===== config.mk =====
export PLATFORM = sky130hd
export DESIGN_NAME = posted_interrupt_descriptor_poster
export DESIGN_NICKNAME = d
export VERILOG_FILES = /design/src/poster_pkg.sv /design/src/post_calc_if.sv /design/src/post_calc.sv /design/src/posted_interrupt_descriptor_poster.sv
export VERILOG_INCLUDE_DIRS = /design/src
export SDC_FILE = /design/constraint.sdc
export NUM_CORES = 1
export LEC_CHECK = 0
export BUFFER_PORTS_ARGS = -buffer_cell sky130_fd_sc_hd__buf_2
export CORE_AREA = 3 3 489 491
export DETAILED_ROUTE_END_ITERATION = 10
export DIE_AREA = 0 0 492 494
export GPL_TIMING_DRIVEN = 0
export HOLD_SLACK_MARGIN = 0.08
export SETUP_SLACK_MARGIN = 0.05
export SLEW_MARGIN = 25
export SYNTH_ARGS = -nofsm -noshare
export SYNTH_HDL_FRONTEND = slang
export SYNTH_SLANG_ARGS = --single-unit

===== constraint.sdc =====
create_clock -name mclk -period 4.9 [get_ports mclk]
set_clock_uncertainty 0.2 [all_clocks]
set_input_delay 0.735 -clock mclk [delete_from_list [all_inputs] [get_ports mclk]]
set_output_delay 0.735 -clock mclk [all_outputs]
set_load 0.03 [all_outputs]

===== src/poster_defines.svh =====
// Constants for the posted interrupt descriptor poster.
//
// Contract
// - Legacy 8-bit mode takes the notify target from descriptor bits 303:296.
// - Extended 32-bit mode takes the notify target from descriptor bits 319:288.
// - Every notification uses descriptor bits 279:272 as its physical vector.
// - Notifications go out edge triggered with the level indication asserted.
// - Descriptor bits 255:0 are the request map, bit n for vector n.
// - A posting counts as done once its request bit is written back set.
// - Outstanding flag bit 256 clear on posting: set it and notify.
// - Outstanding flag already set on posting: send no notification.
// - Suppress flag bit 257 applies only to non-urgent postings; one suppresses.
// - Non-urgent means posting-mode bit set and urgency bit clear in the entry.
// - Suppressed non-urgent posting still sets its request bit, leaves the flag.
// - Entry bits 23:16 give the virtual vector that selects the request bit.
// - Entry bit 15 set means posted; clear means the poster is not used.
// - Entry bit 14 set marks the posting urgent, so suppression does not apply.
// - Entry bits 63:38 give descriptor address bits 31:6, low six bits zero.
`ifndef POSTER_DEFINES_SVH
`define POSTER_DEFINES_SVH

`define DESC_MAP_MSB      255
`define DESC_ON_BIT       256
`define DESC_SN_BIT       257
`define DESC_NV_MSB       279
`define DESC_NV_LSB       272
`define DESC_DST_MSB      319
`define DESC_DST_LSB      288
`define DESC_LEG_MSB      303
`define DESC_LEG_LSB      296
`define ENTRY_ADDR_MSB    63
`define ENTRY_ADDR_LSB    38
`define ENTRY_VV_MSB      23
`define ENTRY_VV_LSB      16
`define ENTRY_MODE_BIT    15
`define ENTRY_URG_BIT     14
`define DESC_ALIGN_ZERO   6'h00

`define REG_CTRL          8'h00
`define REG_STATUS        8'h04
`define REG_MASK          8'h08
`define REG_COUNT         8'h0C
`define REG_STATE         8'h10

`define CTRL_ENABLE_BIT   0
`define CTRL_EXTMODE_BIT  1
`define CTRL_RESET        32'h00000001
`define MASK_RESET        32'h00000000

`define EV_POSTED_BIT     0
`define EV_NOTIFY_BIT     1
`define EV_SUPPRESS_BIT   2
`define EV_BYPASS_BIT     3
`define EV_HELD_BIT       4

`define TRIGGER_EDGE      1'b1
`define LEVEL_ASSERTED    1'b1

`endif


===== src/poster_pkg.sv =====
// Types shared by the posted interrupt descriptor poster.
package poster_pkg;

  typedef enum logic [1:0] {
    ST_IDLE   = 2'h0,
    ST_READ   = 2'h1,
    ST_WRITE  = 2'h3,
    ST_NOTIFY = 2'h2
  } state_t;

  typedef logic [511:0] desc_t;

endpackage


===== src/post_calc_if.sv =====
// Carrier between the poster sequencer and its descriptor update logic.
interface post_calc_if;
  poster_pkg::desc_t old_desc;
  logic [7:0]        vector;
  logic              urgent;
  logic              ext_mode;
  poster_pkg::desc_t new_desc;
  logic              notify;
  logic              suppressed;
  logic [31:0]       target;
  logic [7:0]        notify_vec;

  modport requester (
    output old_desc,
    output vector,
    output urgent,
    output ext_mode,
    input  new_desc,
    input  notify,
    input  suppressed,
    input  target,
    input  notify_vec
  );

  modport calc (
    input  old_desc,
    input  vector,
    input  urgent,
    input  ext_mode,
    output new_desc,
    output notify,
    output suppressed,
    output target,
    output notify_vec
  );
endinterface


===== src/post_calc.sv =====
// Descriptor update logic: sets the request bit and decides on notification.
`include "poster_defines.svh"

module post_calc (
  post_calc_if.calc bus
);

  always_comb begin
    bus.new_desc = bus.old_desc;
    // Request map bit for the virtual vector is always set.
    bus.new_desc[bus.vector] = 1'b1;
    // Suppression only for non-urgent postings.
    bus.suppressed = !bus.urgent && bus.old_desc[`DESC_SN_BIT];
    // Notify only if no notification is outstanding and not suppressed.
    bus.notify = !bus.suppressed && !bus.old_desc[`DESC_ON_BIT];
    if (bus.notify) begin
      bus.new_desc[`DESC_ON_BIT] = 1'b1;
    end
    if (bus.ext_mode) begin
      bus.target = bus.old_desc[`DESC_DST_MSB:`DESC_DST_LSB];
    end else begin
      bus.target = {24'h000000, bus.old_desc[`DESC_LEG_MSB:`DESC_LEG_LSB]};
    end
    bus.notify_vec = bus.old_desc[`DESC_NV_MSB:`DESC_NV_LSB];
  end

endmodule


===== src/posted_interrupt_descriptor_poster.sv =====
// Posts remapped interrupts into memory descriptors and sends notifications.
//
// Our own choices: the address map and the address-and-strobe port.
`include "poster_defines.svh"

module posted_interrupt_descriptor_poster (
  input  wire logic         mclk,
  input  wire logic         rst,
  input  wire logic         req_valid,
  input  wire logic [63:0]  req_entry,
  output logic              req_ready,
  output logic              mem_req,
  output logic              mem_we,
  output logic              mem_lock,
  output logic [31:0]       mem_addr,
  output logic [511:0]      mem_wdata,
  input  wire logic         mem_ack,
  input  wire logic [511:0] mem_rdata,
  output logic              notify_valid,
  output logic [31:0]       notify_target,
  output logic [7:0]        notify_vector,
  output logic              notify_edge,
  output logic              notify_level,
  input  wire logic         notify_ready,
  input  wire logic [7:0]   reg_addr,
  input  wire logic [31:0]  reg_wdata,
  input  wire logic         reg_wr,
  input  wire logic         reg_rd,
  output logic [31:0]       reg_rdata,
  output logic              irq
);

  poster_pkg::state_t state;
  poster_pkg::state_t next_state;
  post_calc_if        calc_bus ();

  logic [31:0] ctrl;
  logic [31:0] status;
  logic [31:0] next_status;
  logic [31:0] mask;
  logic [15:0] post_count;
  logic [15:0] notify_count;
  logic [7:0]  vector;
  logic        urgent;
  logic        notify_due;
  logic        suppress_seen;
  logic        take;
  logic        posted_done;
  logic        notify_done;
  logic        bypass_seen;
  logic        held_seen;

  assign take        = req_valid && req_ready;
  assign posted_done = (state == poster_pkg::ST_WRITE) && mem_ack;
  assign notify_done = notify_valid && notify_ready;
  assign bypass_seen = take && !req_entry[`ENTRY_MODE_BIT];
  assign held_seen   = posted_done && !notify_due && !suppress_seen;

  assign calc_bus.old_desc = mem_rdata;
  assign calc_bus.vector   = vector;
  assign calc_bus.urgent   = urgent;
  assign calc_bus.ext_mode = ctrl[`CTRL_EXTMODE_BIT];

  post_calc u_calc (
    .bus (calc_bus.calc)
  );

  // Sequencer: locked read, write back, then optional notification.
  always_comb begin
    next_state = state;
    unique case (state)
      poster_pkg::ST_IDLE: begin
        if (take && req_entry[`ENTRY_MODE_BIT]) begin
          next_state = poster_pkg::ST_READ;
        end
      end
      poster_pkg::ST_READ: begin
        if (mem_ack) begin
          next_state = poster_pkg::ST_WRITE;
        end
      end
      poster_pkg::ST_WRITE: begin
        if (mem_ack) begin
          if (notify_due) begin
            next_state = poster_pkg::ST_NOTIFY;
          end else begin
            next_state = poster_pkg::ST_IDLE;
          end
        end
      end
      poster_pkg::ST_NOTIFY: begin
        if (notify_ready) begin
          next_state = poster_pkg::ST_IDLE;
        end
      end
    endcase
  end

  always_ff @(posedge mclk) begin
    if (rst) begin
      state <= poster_pkg::ST_IDLE;
    end else begin
      state <= next_state;
    end
  end

  // Requests are accepted only while idle and enabled.
  always_ff @(posedge mclk) begin
    if (rst) begin
      req_ready <= 1'b0;
    end else begin
      req_ready <= (next_state == poster_pkg::ST_IDLE) && !take
                   && ctrl[`CTRL_ENABLE_BIT];
    end
  end

  // Capture of the entry fields that steer the posting.
  always_ff @(posedge mclk) begin
    if (rst) begin
      vector   <= 8'h00;
      urgent   <= 1'b0;
      mem_addr <= 32'h00000000;
    end else if (take) begin
      vector   <= req_entry[`ENTRY_VV_MSB:`ENTRY_VV_LSB];
      urgent   <= req_entry[`ENTRY_URG_BIT];
      mem_addr <= {req_entry[`ENTRY_ADDR_MSB:`ENTRY_ADDR_LSB], `DESC_ALIGN_ZERO};
    end
  end

  // Memory port: the lock spans the read and the write back.
  always_ff @(posedge mclk) begin
    if (rst) begin
      mem_req  <= 1'b0;
      mem_we   <= 1'b0;
      mem_lock <= 1'b0;
    end else begin
      mem_req  <= (next_state == poster_pkg::ST_READ) || (next_state == poster_pkg::ST_WRITE);
      mem_we   <= next_state == poster_pkg::ST_WRITE;
      mem_lock <= (next_state == poster_pkg::ST_READ) || (next_state == poster_pkg::ST_WRITE);
    end
  end

  // Updated descriptor and notification decision taken from the locked read.
  always_ff @(posedge mclk) begin
    if (rst) begin
      mem_wdata     <= '0;
      notify_due    <= 1'b0;
      suppress_seen <= 1'b0;
      notify_target <= 32'h00000000;
      notify_vector <= 8'h00;
    end else if ((state == poster_pkg::ST_READ) && mem_ack) begin
      mem_wdata     <= calc_bus.new_desc;
      notify_due    <= calc_bus.notify;
      suppress_seen <= calc_bus.suppressed;
      notify_target <= calc_bus.target;
      notify_vector <= calc_bus.notify_vec;
    end
  end

  // Notification strobe holds until the interrupt controller takes it.
  always_ff @(posedge mclk) begin
    if (rst) begin
      notify_valid <= 1'b0;
    end else begin
      notify_valid <= next_state == poster_pkg::ST_NOTIFY;
    end
  end

  // Notifications are always edge triggered with the level asserted.
  always_ff @(posedge mclk) begin
    if (rst) begin
      notify_edge  <= `TRIGGER_EDGE;
      notify_level <= `LEVEL_ASSERTED;
    end else begin
      notify_edge  <= `TRIGGER_EDGE;
      notify_level <= `LEVEL_ASSERTED;
    end
  end

  // Control and mask registers.
  always_ff @(posedge mclk) begin
    if (rst) begin
      ctrl <= `CTRL_RESET;
      mask <= `MASK_RESET;
    end else if (reg_wr) begin
      if (reg_addr == `REG_CTRL) begin
        ctrl <= {30'h00000000, reg_wdata[1:0]};
      end
      if (reg_addr == `REG_MASK) begin
        mask <= {27'h0000000, reg_wdata[4:0]};
      end
    end
  end

  // Sticky event bits: a new event wins over a write-one clear.
  always_comb begin
    next_status = status;
    if (reg_wr && (reg_addr == `REG_STATUS)) begin
      next_status = status & ~reg_wdata;
    end
    next_status[`EV_POSTED_BIT]   = next_status[`EV_POSTED_BIT] | posted_done;
    next_status[`EV_NOTIFY_BIT]   = next_status[`EV_NOTIFY_BIT] | notify_done;
    next_status[`EV_SUPPRESS_BIT] = next_status[`EV_SUPPRESS_BIT] | (posted_done && suppress_seen);
    next_status[`EV_BYPASS_BIT]   = next_status[`EV_BYPASS_BIT] | bypass_seen;
    next_status[`EV_HELD_BIT]     = next_status[`EV_HELD_BIT] | held_seen;
    next_status[31:5]             = 27'h0000000;
  end

  always_ff @(posedge mclk) begin
    if (rst) begin
      status <= 32'h00000000;
      irq    <= 1'b0;
    end else begin
      status <= next_status;
      irq    <= |(next_status & mask);
    end
  end

  // Counters of completed postings and of notifications sent.
  always_ff @(posedge mclk) begin
    if (rst) begin
      post_count   <= 16'h0000;
      notify_count <= 16'h0000;
    end else begin
      if (posted_done) begin
        post_count <= post_count + 16'h0001;
      end
      if (notify_done) begin
        notify_count <= notify_count + 16'h0001;
      end
    end
  end

  // Read data stand for exactly one cycle after the read strobe.
  always_ff @(posedge mclk) begin
    if (rst) begin
      reg_rdata <= 32'h00000000;
    end else if (reg_rd) begin
      unique case (reg_addr)
        `REG_CTRL:   reg_rdata <= ctrl;
        `REG_STATUS: reg_rdata <= status;
        `REG_MASK:   reg_rdata <= mask;
        `REG_COUNT:  reg_rdata <= {notify_count, post_count};
        `REG_STATE:  reg_rdata <= {22'h000000, vector, state};
        default:     reg_rdata <= 32'h00000000;
      endcase
    end else begin
      reg_rdata <= 32'h00000000;
    end
  end

endmodule


Word-level counts from Yosys, hierarchy flattened --
Index checks and enable logic that the tools add are counted.
Word-level totals: memories 0, output and inout port bits 624, input bits 623, memory bits (read-only) 0, RAM bits 0, bits in latches 0, register bits 672, logic and storage cells 86
Cells by class: bitwise gates (word level) 10, shift-type cells 0, reduce and logical (&&, ||, !) cells 30, equal/unequal tests 10, multiply operators 0, muxes and demuxes 12, div/mod/pow operators 0, magnitude comparators 2, add/subtract/negate cells 2
Operators by type and width (number):
- 512-bit by 256-bit bitwise OR with 512-bit output | 1
- 32-bit case mux with 5 select lines | 1
- 16-bit by 1-bit adder with 16-bit output (second input constant) | 2
- 32-bit 2-to-1 mux | 1
- 32-bit OR reduction | 1
- 8-bit by 4-bit equality test with 1-bit output (second input constant) | 2
- 1-bit logical AND | 15
- 5-bit bitwise AND | 2
- 8-bit by 10-bit less-than comparator with 1-bit output (second input constant) | 1
- 2-bit 2-to-1 mux | 5
- 1-bit demux with 8-bit select | 1
- 2-bit equality test (second input constant) | 4
- 8-bit by 3-bit equality test with 1-bit output (second input constant) | 1
- 8-bit by 5-bit equality test with 1-bit output (second input constant) | 1
- 8-bit by 1-bit greater-or-equal comparator with 1-bit output (second input constant) | 1
- 8-bit logical NOT | 1
- 2-bit case mux with 4 select lines | 1
- 1-bit logical NOT | 7
- 5-bit 2-to-1 mux | 1
- 5-bit inverter | 1
- 1-bit bitwise OR | 5
- 2-bit by 1-bit equality test with 1-bit output (second input constant) | 2
- 2-bit logical NOT | 2
- 2-bit AND reduction | 2
- other kinds (4) | 5

Depth between registers and ports, before layout --
Gate-level depths: netlist of the first run.
depth after elaboration 7, depth in mapped cells 8, gate-level depth less buffers 5

By module --
A second synthesis of the first run with hierarchy kept.
Second synthesis, totals: cell total of the unflattened synthesis 3557, area, all modules 28349.7 um^2
By module, submodules not included:
- posted_interrupt_descriptor_poster | area each 23182.2 um^2, instances 1, seq. area each 13432.9 um^2, cells an instance 2906
- post_calc | area each 5167.5 um^2, instances 1, seq. area each 0.0 um^2, cells an instance 651

Worst setup path after synthesis of the first run --
Ideal clock, no wire load.
path kind in2reg, from input port reg_addr[0], to register reg_rdata[21], path buffers 1, path slack 2516 ps, stages 5, arrival 2127 ps, library setup time 58 ps, data required time 4642 ps, cell sequence or4_4 nor4_4 and3b_4 buf_6 and2_2
Between the ends: cells in the longest elaborated chain, start to end 2, elaborated cells between the ends (all ways) 6, those cells by class 4 x eq/ne; 1 x mux; 1 x reduce/logical
RTL lines:
- from (decl) | RTL line posted_interrupt_descriptor_poster.sv:25 | input wire logic [7:0] reg_addr,
- 8-bit by 5-bit equality test with 1-bit output (tied with other cells) | RTL line posted_interrupt_descriptor_poster.sv:239 | unique case (reg_addr)
- 32-bit case mux with 5 select lines (*) | RTL line posted_interrupt_descriptor_poster.sv:239
- to (signal assigned) | RTL line posted_interrupt_descriptor_poster.sv:240 | `REG_CTRL: reg_rdata <= ctrl;
- to (signal assigned) | RTL line posted_interrupt_descriptor_poster.sv:241 | `REG_STATUS: reg_rdata <= status;
- to (signal assigned) | RTL line posted_interrupt_descriptor_poster.sv:242 | `REG_MASK: reg_rdata <= mask;
- to (decl) | RTL line posted_interrupt_descriptor_poster.sv:29 | output logic [31:0] reg_rdata,
Mark *: on every way between the ends. The rest lies on a longest branch, timed or not. A chain may end at the register's enable or synchronous reset.

Worst setup path in the final report of the first run --
from register state[0], to register mem_wdata[439]
Between the ends: cells in the longest elaborated chain, start to end 2
RTL lines:
- from (decl) | RTL line posted_interrupt_descriptor_poster.sv:33 | poster_pkg::state_t state;
- from (signal assigned) | RTL line posted_interrupt_descriptor_poster.sv:101 | state <= poster_pkg::ST_IDLE;
- from (signal assigned) | RTL line posted_interrupt_descriptor_poster.sv:103 | state <= next_state;
- 2-bit by 1-bit equality test with 1-bit output | RTL line posted_interrupt_descriptor_poster.sv:151 | end else if ((state == poster_pkg::ST_READ) && mem_ack) begin
- 1-bit logical AND | RTL line posted_interrupt_descriptor_poster.sv:151
- to (signal assigned) | RTL line posted_interrupt_descriptor_poster.sv:152 | mem_wdata <= calc_bus.new_desc;
- to (decl) | RTL line posted_interrupt_descriptor_poster.sv:16 | output logic [511:0] mem_wdata,
Every way passes these cells.

==> results.py, run 1 <==
metrics = {
    "run_status": {
        "outcome": "complete, no violations",
    },
    "worst_setup_path": {
        "cp-endpoint": "mem_wdata[439]",
        "cp_data_required_time_ps": 5310,
        "r2r-end": "mem_wdata[439]",
        "worstRegToRegCells": 9,
        "criticalPathCategory": "register to register",
        "regToRegSetupSlack_ps": 1500,
        "crit_path_start": "state[0]",
        "cp.arrival_ps": 3810,
        "worstReg2RegStart": "state[0]",
        "start_kind": "register",
        "cpMostUsedCell": "buf_2",
        "cp_slowest_cell": "clkbuf_2",
        "critPathCaptureType": "register",
        "worstPathMaxFanout": 10,
        "cpPeakStageDelay_ps": 610,
        "path_cells": "buf_2 -> nand2_1 -> nor2_2 -> buf_6 -> buf_2 -> clkbuf_2 -> buf_2 -> nand2_1 -> a21oi_1",
    },
    "grt": {
        "grt_first_pass_wirelength_um": 275000,
        "antenna_found_initial": 58,
        "overflow": 0,
        "grt.total_usage_pct": 16.9,
        "first_global_vias": 29900,
        "grt_max_degree": 15,
    },
    "die": {
        "die_h_um": 494,
        "dieArea_sq_um": 243000,
        "coreArea_sq_um": 235000,
        "die-width_um": 492,
        "num_rows": 178,
        "start_util_pct": 10.5,
        "pin_count": 1247,
    },
    "layout": {
        "post-route-util_pct": 18.2,
        "num-nets-final": 5380,
        "drive_gt1_share_pct": 30.7,
        "most-common-layout-cells": "buf_2, dfxtp_1, nand2_1",
        "syn_to_final_growth_pct": 73.5,
        "final_common_cell": "buf_2",
    },
    "clocking": {
        "path_clk_slew_ps": 60,
        "ctsRootBufferMaster": "clkbuf_16",
        "cts.repair.resized": 0,
        "htree_levels": 3,
        "cts_num_sinks": 663,
        "numCtsBuffers": 84,
        "cts_tree": "done",
        "cts_buffer_depth": 3,
        "clock_latency_ps": 730,
    },
    "sta": {
        "timing.fmax_mhz": 294,
        "tightestPinTransition_ps": 1100,
        "whs_ps": 157,
        "layout_setup_ws_ps": 1500,
        "slew_violations": 0,
        "min_period_ps": 3400,
        "fin_crit_sh_pct": 69.4,
        "grt_setup_unrepaired": "false",
        "hold_violations": 0,
        "tns_ps": 0,
        "setup_viol": 0,
        "slew_headroom_pct": 26.7,
    },
    "yosys": {
        "synth-async-reset-ratio_pct": 0,
        "synth_top_area_share_pct": 53.8,
        "synth_edf_count": 0,
        "yosys_warnings": 0,
        "synth_flop_cell": "dfxtp_1",
        "synth-seq-area-share_pct": 53.8,
        "ys_types": 51,
        "syn_area_per_cell_sq_um": 8.24,
        "ys_ff_latch": 663,
        "netlist_area_sq_um": 24700,
        "synth_top_cell_by_area": "dfxtp_1",
        "synthCells": 2997,
        "synth_area_leaders": "dfxtp_1, nand2_1, a211oi_1",
    },
    "detailed_routing": {
        "dr.pass1.iters": 6,
        "drc": 0,
        "drtAntennaViolNets": 0,
        "via_per_inst": 3.86,
        "dr_total_vias": 30900,
        "avgRoutedWirePerCell_um": 27.0,
        "wirelength_um": 216000,
        "drt_iter0_drc": 2989,
    },
    "placed_design": {
        "gp_congestion": 0.939,
        "preCtsSetupSlack_ps": 1190,
        "place_hpwl_um": 178000,
        "io_buffer_count": 1180,
    },
    "flow_run": {
        "maxCapViolCount": 0,
    },
    "power_and_ir_drop": {
        "power_leakage_nw": 17.5,
        "finalPower_mw": 14.9,
        "vdd_drop_max_v": 0.000285,
        "cellPowerDensity_nw_per_um2": 349,
    },
    "hold_path": {
        "hold_class": "input pin to register",
    },
}
[how the worst min path moves through the flow]
stage                                 start                end  slack (ps)  cells after the start
after floorplan             calc_bus.urgent    calc_bus.urgent         240                      2
after global placement    notify_target[10]  notify_target[10]         240                      2
after detailed placement       mem_addr[23]       mem_addr[23]         240                      2
after CTS                    mem_rdata[229]     mem_wdata[229]          80                      3
after global routing         mem_rdata[153]     mem_wdata[153]         120                      3
final                        mem_rdata[192]     mem_wdata[192]         160                      3
[registers in the layout, summed over array words and instances (netlist names)]
signal,flops
mem_we,1
mask,5
irq,1
post_count,16
suppress_seen,1
notify_valid,1
status,5
notify_target,32
mem_wdata,512
state,2
notify_due,1
reg_rdata,32
ctrl,2
calc_bus.vector,8
req_ready,1
mem_addr,26
calc_bus.urgent,1
notify_count,16
[per-layer routing]
metal / part of all wire (%) / up-vias / track usage [%]
met4: 5.7 / 18 / 8.72
met5: 0.051 / - / 0.372
li1: - / 13800 / -
met2: 44 / 2077 / 26.4
met1: 37 / 14500 / 18.7
met3: 13 / 463 / 8.53
[worst max-delay path, delay by kind of cell, from the launching register on]
family	cells	cell delay [ps]
flip-flops	1	490
AND/OR/NAND/NOR	3	410
AO/OA/AOI/OAI	1	140
buffers and inverters	5	1980
[synthesized netlist by cell type, types with 2 or more instances]
cell type / n
clkbuf_1: 218
or3_1: 7
buf_6: 2
a41oi_1: 3
buf_4: 17
nor2_1: 334
o221ai_1: 2
and4_1: 5
nand4_1: 12
ha_1: 2
o32a_1: 3
o21ai_0: 12
buf_2: 27
xnor2_1: 9
o31ai_1: 4
a211oi_1: 266
and3_1: 8
nand2_1: 627
nand3b_1: 2
nand2b_1: 10
xor2_1: 10
conb_1: 2
buf_1: 8
inv_1: 14
dfxtp_1: 663
nor3_1: 266
nand3_1: 39
o2bb2ai_1: 2
and2_1: 7
or4_1: 4
or2_2: 2
a22oi_1: 10
nor3_2: 8
a21oi_1: 335
and2_2: 17
nor2b_1: 6
mux2i_1: 19
nor4_2: 2
[power breakdown]
group	total [mW]	switching [mW]	internal [mW]
combinational	2.60	1.76	0.834
sequential	5.77	0.138	5.63
clock	6.57	2.88	3.69
[cell families (layout without fill, tap and decap cells)]
| family | after synthesis | count (layout) | share of synthesized area [%] |
|---|---|---|---|
| flip-flops | 663 | 663 | 53.8 |
| other | 2 | 50 | 0.0304 |
| buffers and inverters | 286 | 2099 | 4.80 |
| AND/OR/NAND/NOR | 1364 | 1364 | 23.8 |
| XOR/XNOR | 19 | 19 | 0.674 |
| AO/OA/AOI/OAI | 642 | 642 | 16.1 |
| multiplexers | 19 | 19 | 0.770 |
| adder cells (fa/ha/maj) | 2 | 2 | 0.101 |
[area by class of cell]
type / count / area (sq um)
Antenna cell: 42 / 105
Buffer: 272 / 1180
Clock buffer: 115 / 2400
Clock inverter: 32 / 450
Fill cell: 26500 / 192000
Inverter: 14 / 52.6
Multi-Input combinational cell: 2054 / 10300
Sequential cell: 663 / 13300
Tap cell: 3150 / 3940
Timing Repair Buffer: 1666 / 11100
[what timing repair did]
item,in CTS,in global routing
hold buffers,452,0
hold endpoints to repair,476,0
setup buffers,0,0
[metrics by stage]
stage          cell area [sq um]  std cells
2_1_floorplan              24700       3003
3_5_place_dp               35300       7367
5_1_grt                    42800       7986
4_1_cts                    42700       7966
3_3_place_gp               34600       7333
6_report                   42800       8008
(Power assumes the default switching activity.)
==> run 2, diff against run 1 <==
clock period = 2.9 ns   (was 4.9 ns; I/O delays follow)
==> run 2 against run 1 <==
Cell count grew 1.7%. Global-route usage rose by 0.16 points. Worst hold slack better by 93 ps. Clock power grew 69%. Register-to-register slack got worse by 1400 ps. Critical path type is now input pin to register. Largest power group unchanged.
==> results.py, run 2 (same netlist as run 1, synthesis figures left out) <==
metrics = {
    "worst_setup_path": {
        "worstReg2RegStart": "calc_bus.vector[3]",
        "worstPathMaxFanout": 6,
        "r2r-end": "mem_wdata[60]",
        "regToRegSetupSlack_ps": 80,
        "cp.arrival_ps": 3200,
        "start_kind": "input pin",
        "cpMostUsedCell": "dlygate4sd3_1",
        "path_cells": "dlygate4sd3_1 -> buf_2 -> or4_4 -> nor4_4 -> dlygate4sd3_1 -> nand2_1 -> a211oi_1",
        "worstRegToRegCells": 7,
        "cp_slowest_cell": "dlygate4sd3_1",
        "criticalPathCategory": "input pin to register",
        "cp_data_required_time_ps": 3280,
        "critPathCaptureType": "register",
        "cpPeakStageDelay_ps": 680,
    },
    "grt": {
        "overflow": 0,
        "grt.total_usage_pct": 17.0,
        "first_global_vias": 30900,
        "grt_first_pass_wirelength_um": 279000,
        "grt_max_degree": 15,
        "antenna_found_initial": 61,
    },
    "sta": {
        "tightestPinTransition_ps": 1160,
        "min_period_ps": 2820,
        "hold_violations": 0,
        "fin_crit_sh_pct": 97.3,
        "slew_headroom_pct": 22.8,
        "setup_viol": 0,
        "layout_setup_ws_ps": 77.3,
        "timing.fmax_mhz": 354,
        "slew_violations": 0,
        "tns_ps": 0,
        "grt_setup_unrepaired": "true",
        "whs_ps": 251,
    },
    "detailed_routing": {
        "drtAntennaViolNets": 0,
        "drc": 0,
        "via_per_inst": 3.89,
        "drt_iter0_drc": 2995,
        "avgRoutedWirePerCell_um": 26.8,
        "wirelength_um": 218000,
        "dr.pass1.iters": 6,
        "dr_total_vias": 31700,
    },
    "layout": {
        "largest_reg_flops": 512,
        "syn_to_final_growth_pct": 80.3,
        "largest-register": "mem_wdata",
        "layout.cells.non_filler": 8146,
        "largestRegisters": "mem_wdata x512, notify_target x32, reg_rdata x32",
        "most-common-layout-cells": "buf_2, dfxtp_1, nand2_1",
        "final_common_cell": "buf_2",
        "drive_gt1_share_pct": 31.3,
        "num-nets-final": 5520,
    },
    "clocking": {
        "htree_levels": 3,
        "cts_tree": "done",
        "numCtsBuffers": 84,
        "cts_num_sinks": 663,
        "cts_buffer_depth": 3,
        "clock_latency_ps": 720,
        "path_clk_slew_ps": 50,
        "ctsRootBufferMaster": "clkbuf_16",
    },
    "hold_path": {
        "hold_path_end": "mem_wdata[500]",
        "whs_path_depth": 2,
        "hold_class": "register to register",
        "worstHoldStart": "mem_wdata[500]",
    },
    "power_and_ir_drop": {
        "cellPowerDensity_nw_per_um2": 571,
        "power_leakage_nw": 18.3,
        "vdd_drop_max_v": 0.000484,
        "finalPower_mw": 25.4,
    },
    "die": {
        "die_h_um": 494,
        "start_util_pct": 10.5,
        "pin_count": 1247,
        "die-width_um": 492,
        "dieArea_sq_um": 243000,
        "coreArea_sq_um": 235000,
        "num_rows": 178,
    },
    "placed_design": {
        "io_buffer_count": 1180,
        "dp_cells": 7367,
        "place_hpwl_um": 178000,
        "preCtsSetupSlack_ps": -726,
        "gp_congestion": 0.939,
    },
    "run_status": {
        "outcome": "complete, no violations",
    },
    "flow_run": {
        "maxCapViolCount": 0,
    },
}
==> run 2: cell types whose count changed in the layout (fill, tap and decap cells not counted), sizes merged <==
cell,before,now
buf,1268,1279
clkbuf,333,335
diode,42,40
dlygate4sd3,452,578
dlymetal6s4s,0,1
==> run 2: metrics by stage <==
stage | util (%) | area, sq um
finish | 18.9 | 44500
global route | 18.9 | 44500
CTS | 18.8 | 44300
detailed placement | 15.0 | 35300
global placement | 14.7 | 34600
floorplan | - | 24700
==> run 2: worst max-delay path: cells and delay by family <==
kind,cells,cell delay [ps]
AO/OA/AOI/OAI,1,330
buffers and inverters,3,1360
AND/OR/NAND/NOR,3,1070
==> run 2: layout make-up <==
type	instances	area (sq um)
Fill cell	26400	191000
Sequential cell	663	13300
Timing Repair Buffer	1806	12500
Multi-Input combinational cell	2054	10500
Tap cell	3150	3940
Clock buffer	115	2400
Buffer	272	1290
Clock inverter	32	450
Antenna cell	40	100
Inverter	14	52.6
==> run 2: timing repair <==
item                                    CTS  global route
endpoints found under the setup margin  481           128
pin swaps                                 2             4
resized for setup                        79            33
hold endpoints to repair                616             0
hold buffers                            579             0
setup buffers                             5             8
==> run 2: worst max-delay path by stage <==
stage                        from        endpoint  slack (ps)
6_report              reg_addr[0]    reg_rdata[1]          80
5_1_grt        calc_bus.vector[1]   mem_wdata[99]          20
4_1_cts        calc_bus.vector[0]   mem_wdata[65]         -10
3_5_place_dp             state[0]  mem_wdata[373]        -730
3_3_place_gp                  rst             irq       -2860
2_1_floorplan         reg_addr[0]   reg_rdata[21]         820
==> run 2: metal layers <==
metal / wire [um] / GRT usage (%) / vias up / part of all wire [%]
li1: - / - / 14100 / -
met1: 80600 / 18.7 / 14900 / 37
met2: 95100 / 26.6 / 2088 / 44
met3: 28800 / 8.75 / 519 / 13
met4: 13100 / 9.19 / 22 / 6.0
met5: 239 / 0.333 / - / 0.11
==> run 2: power breakdown <==
group / total, mW / leakage [nW] / internal (mW) / switching, mW
combinational: 4.57 / 11.5 / 1.54 / 3.03
clock: 11.1 / 1.37 / 6.24 / 4.86
sequential: 9.75 / 5.37 / 9.51 / 0.236
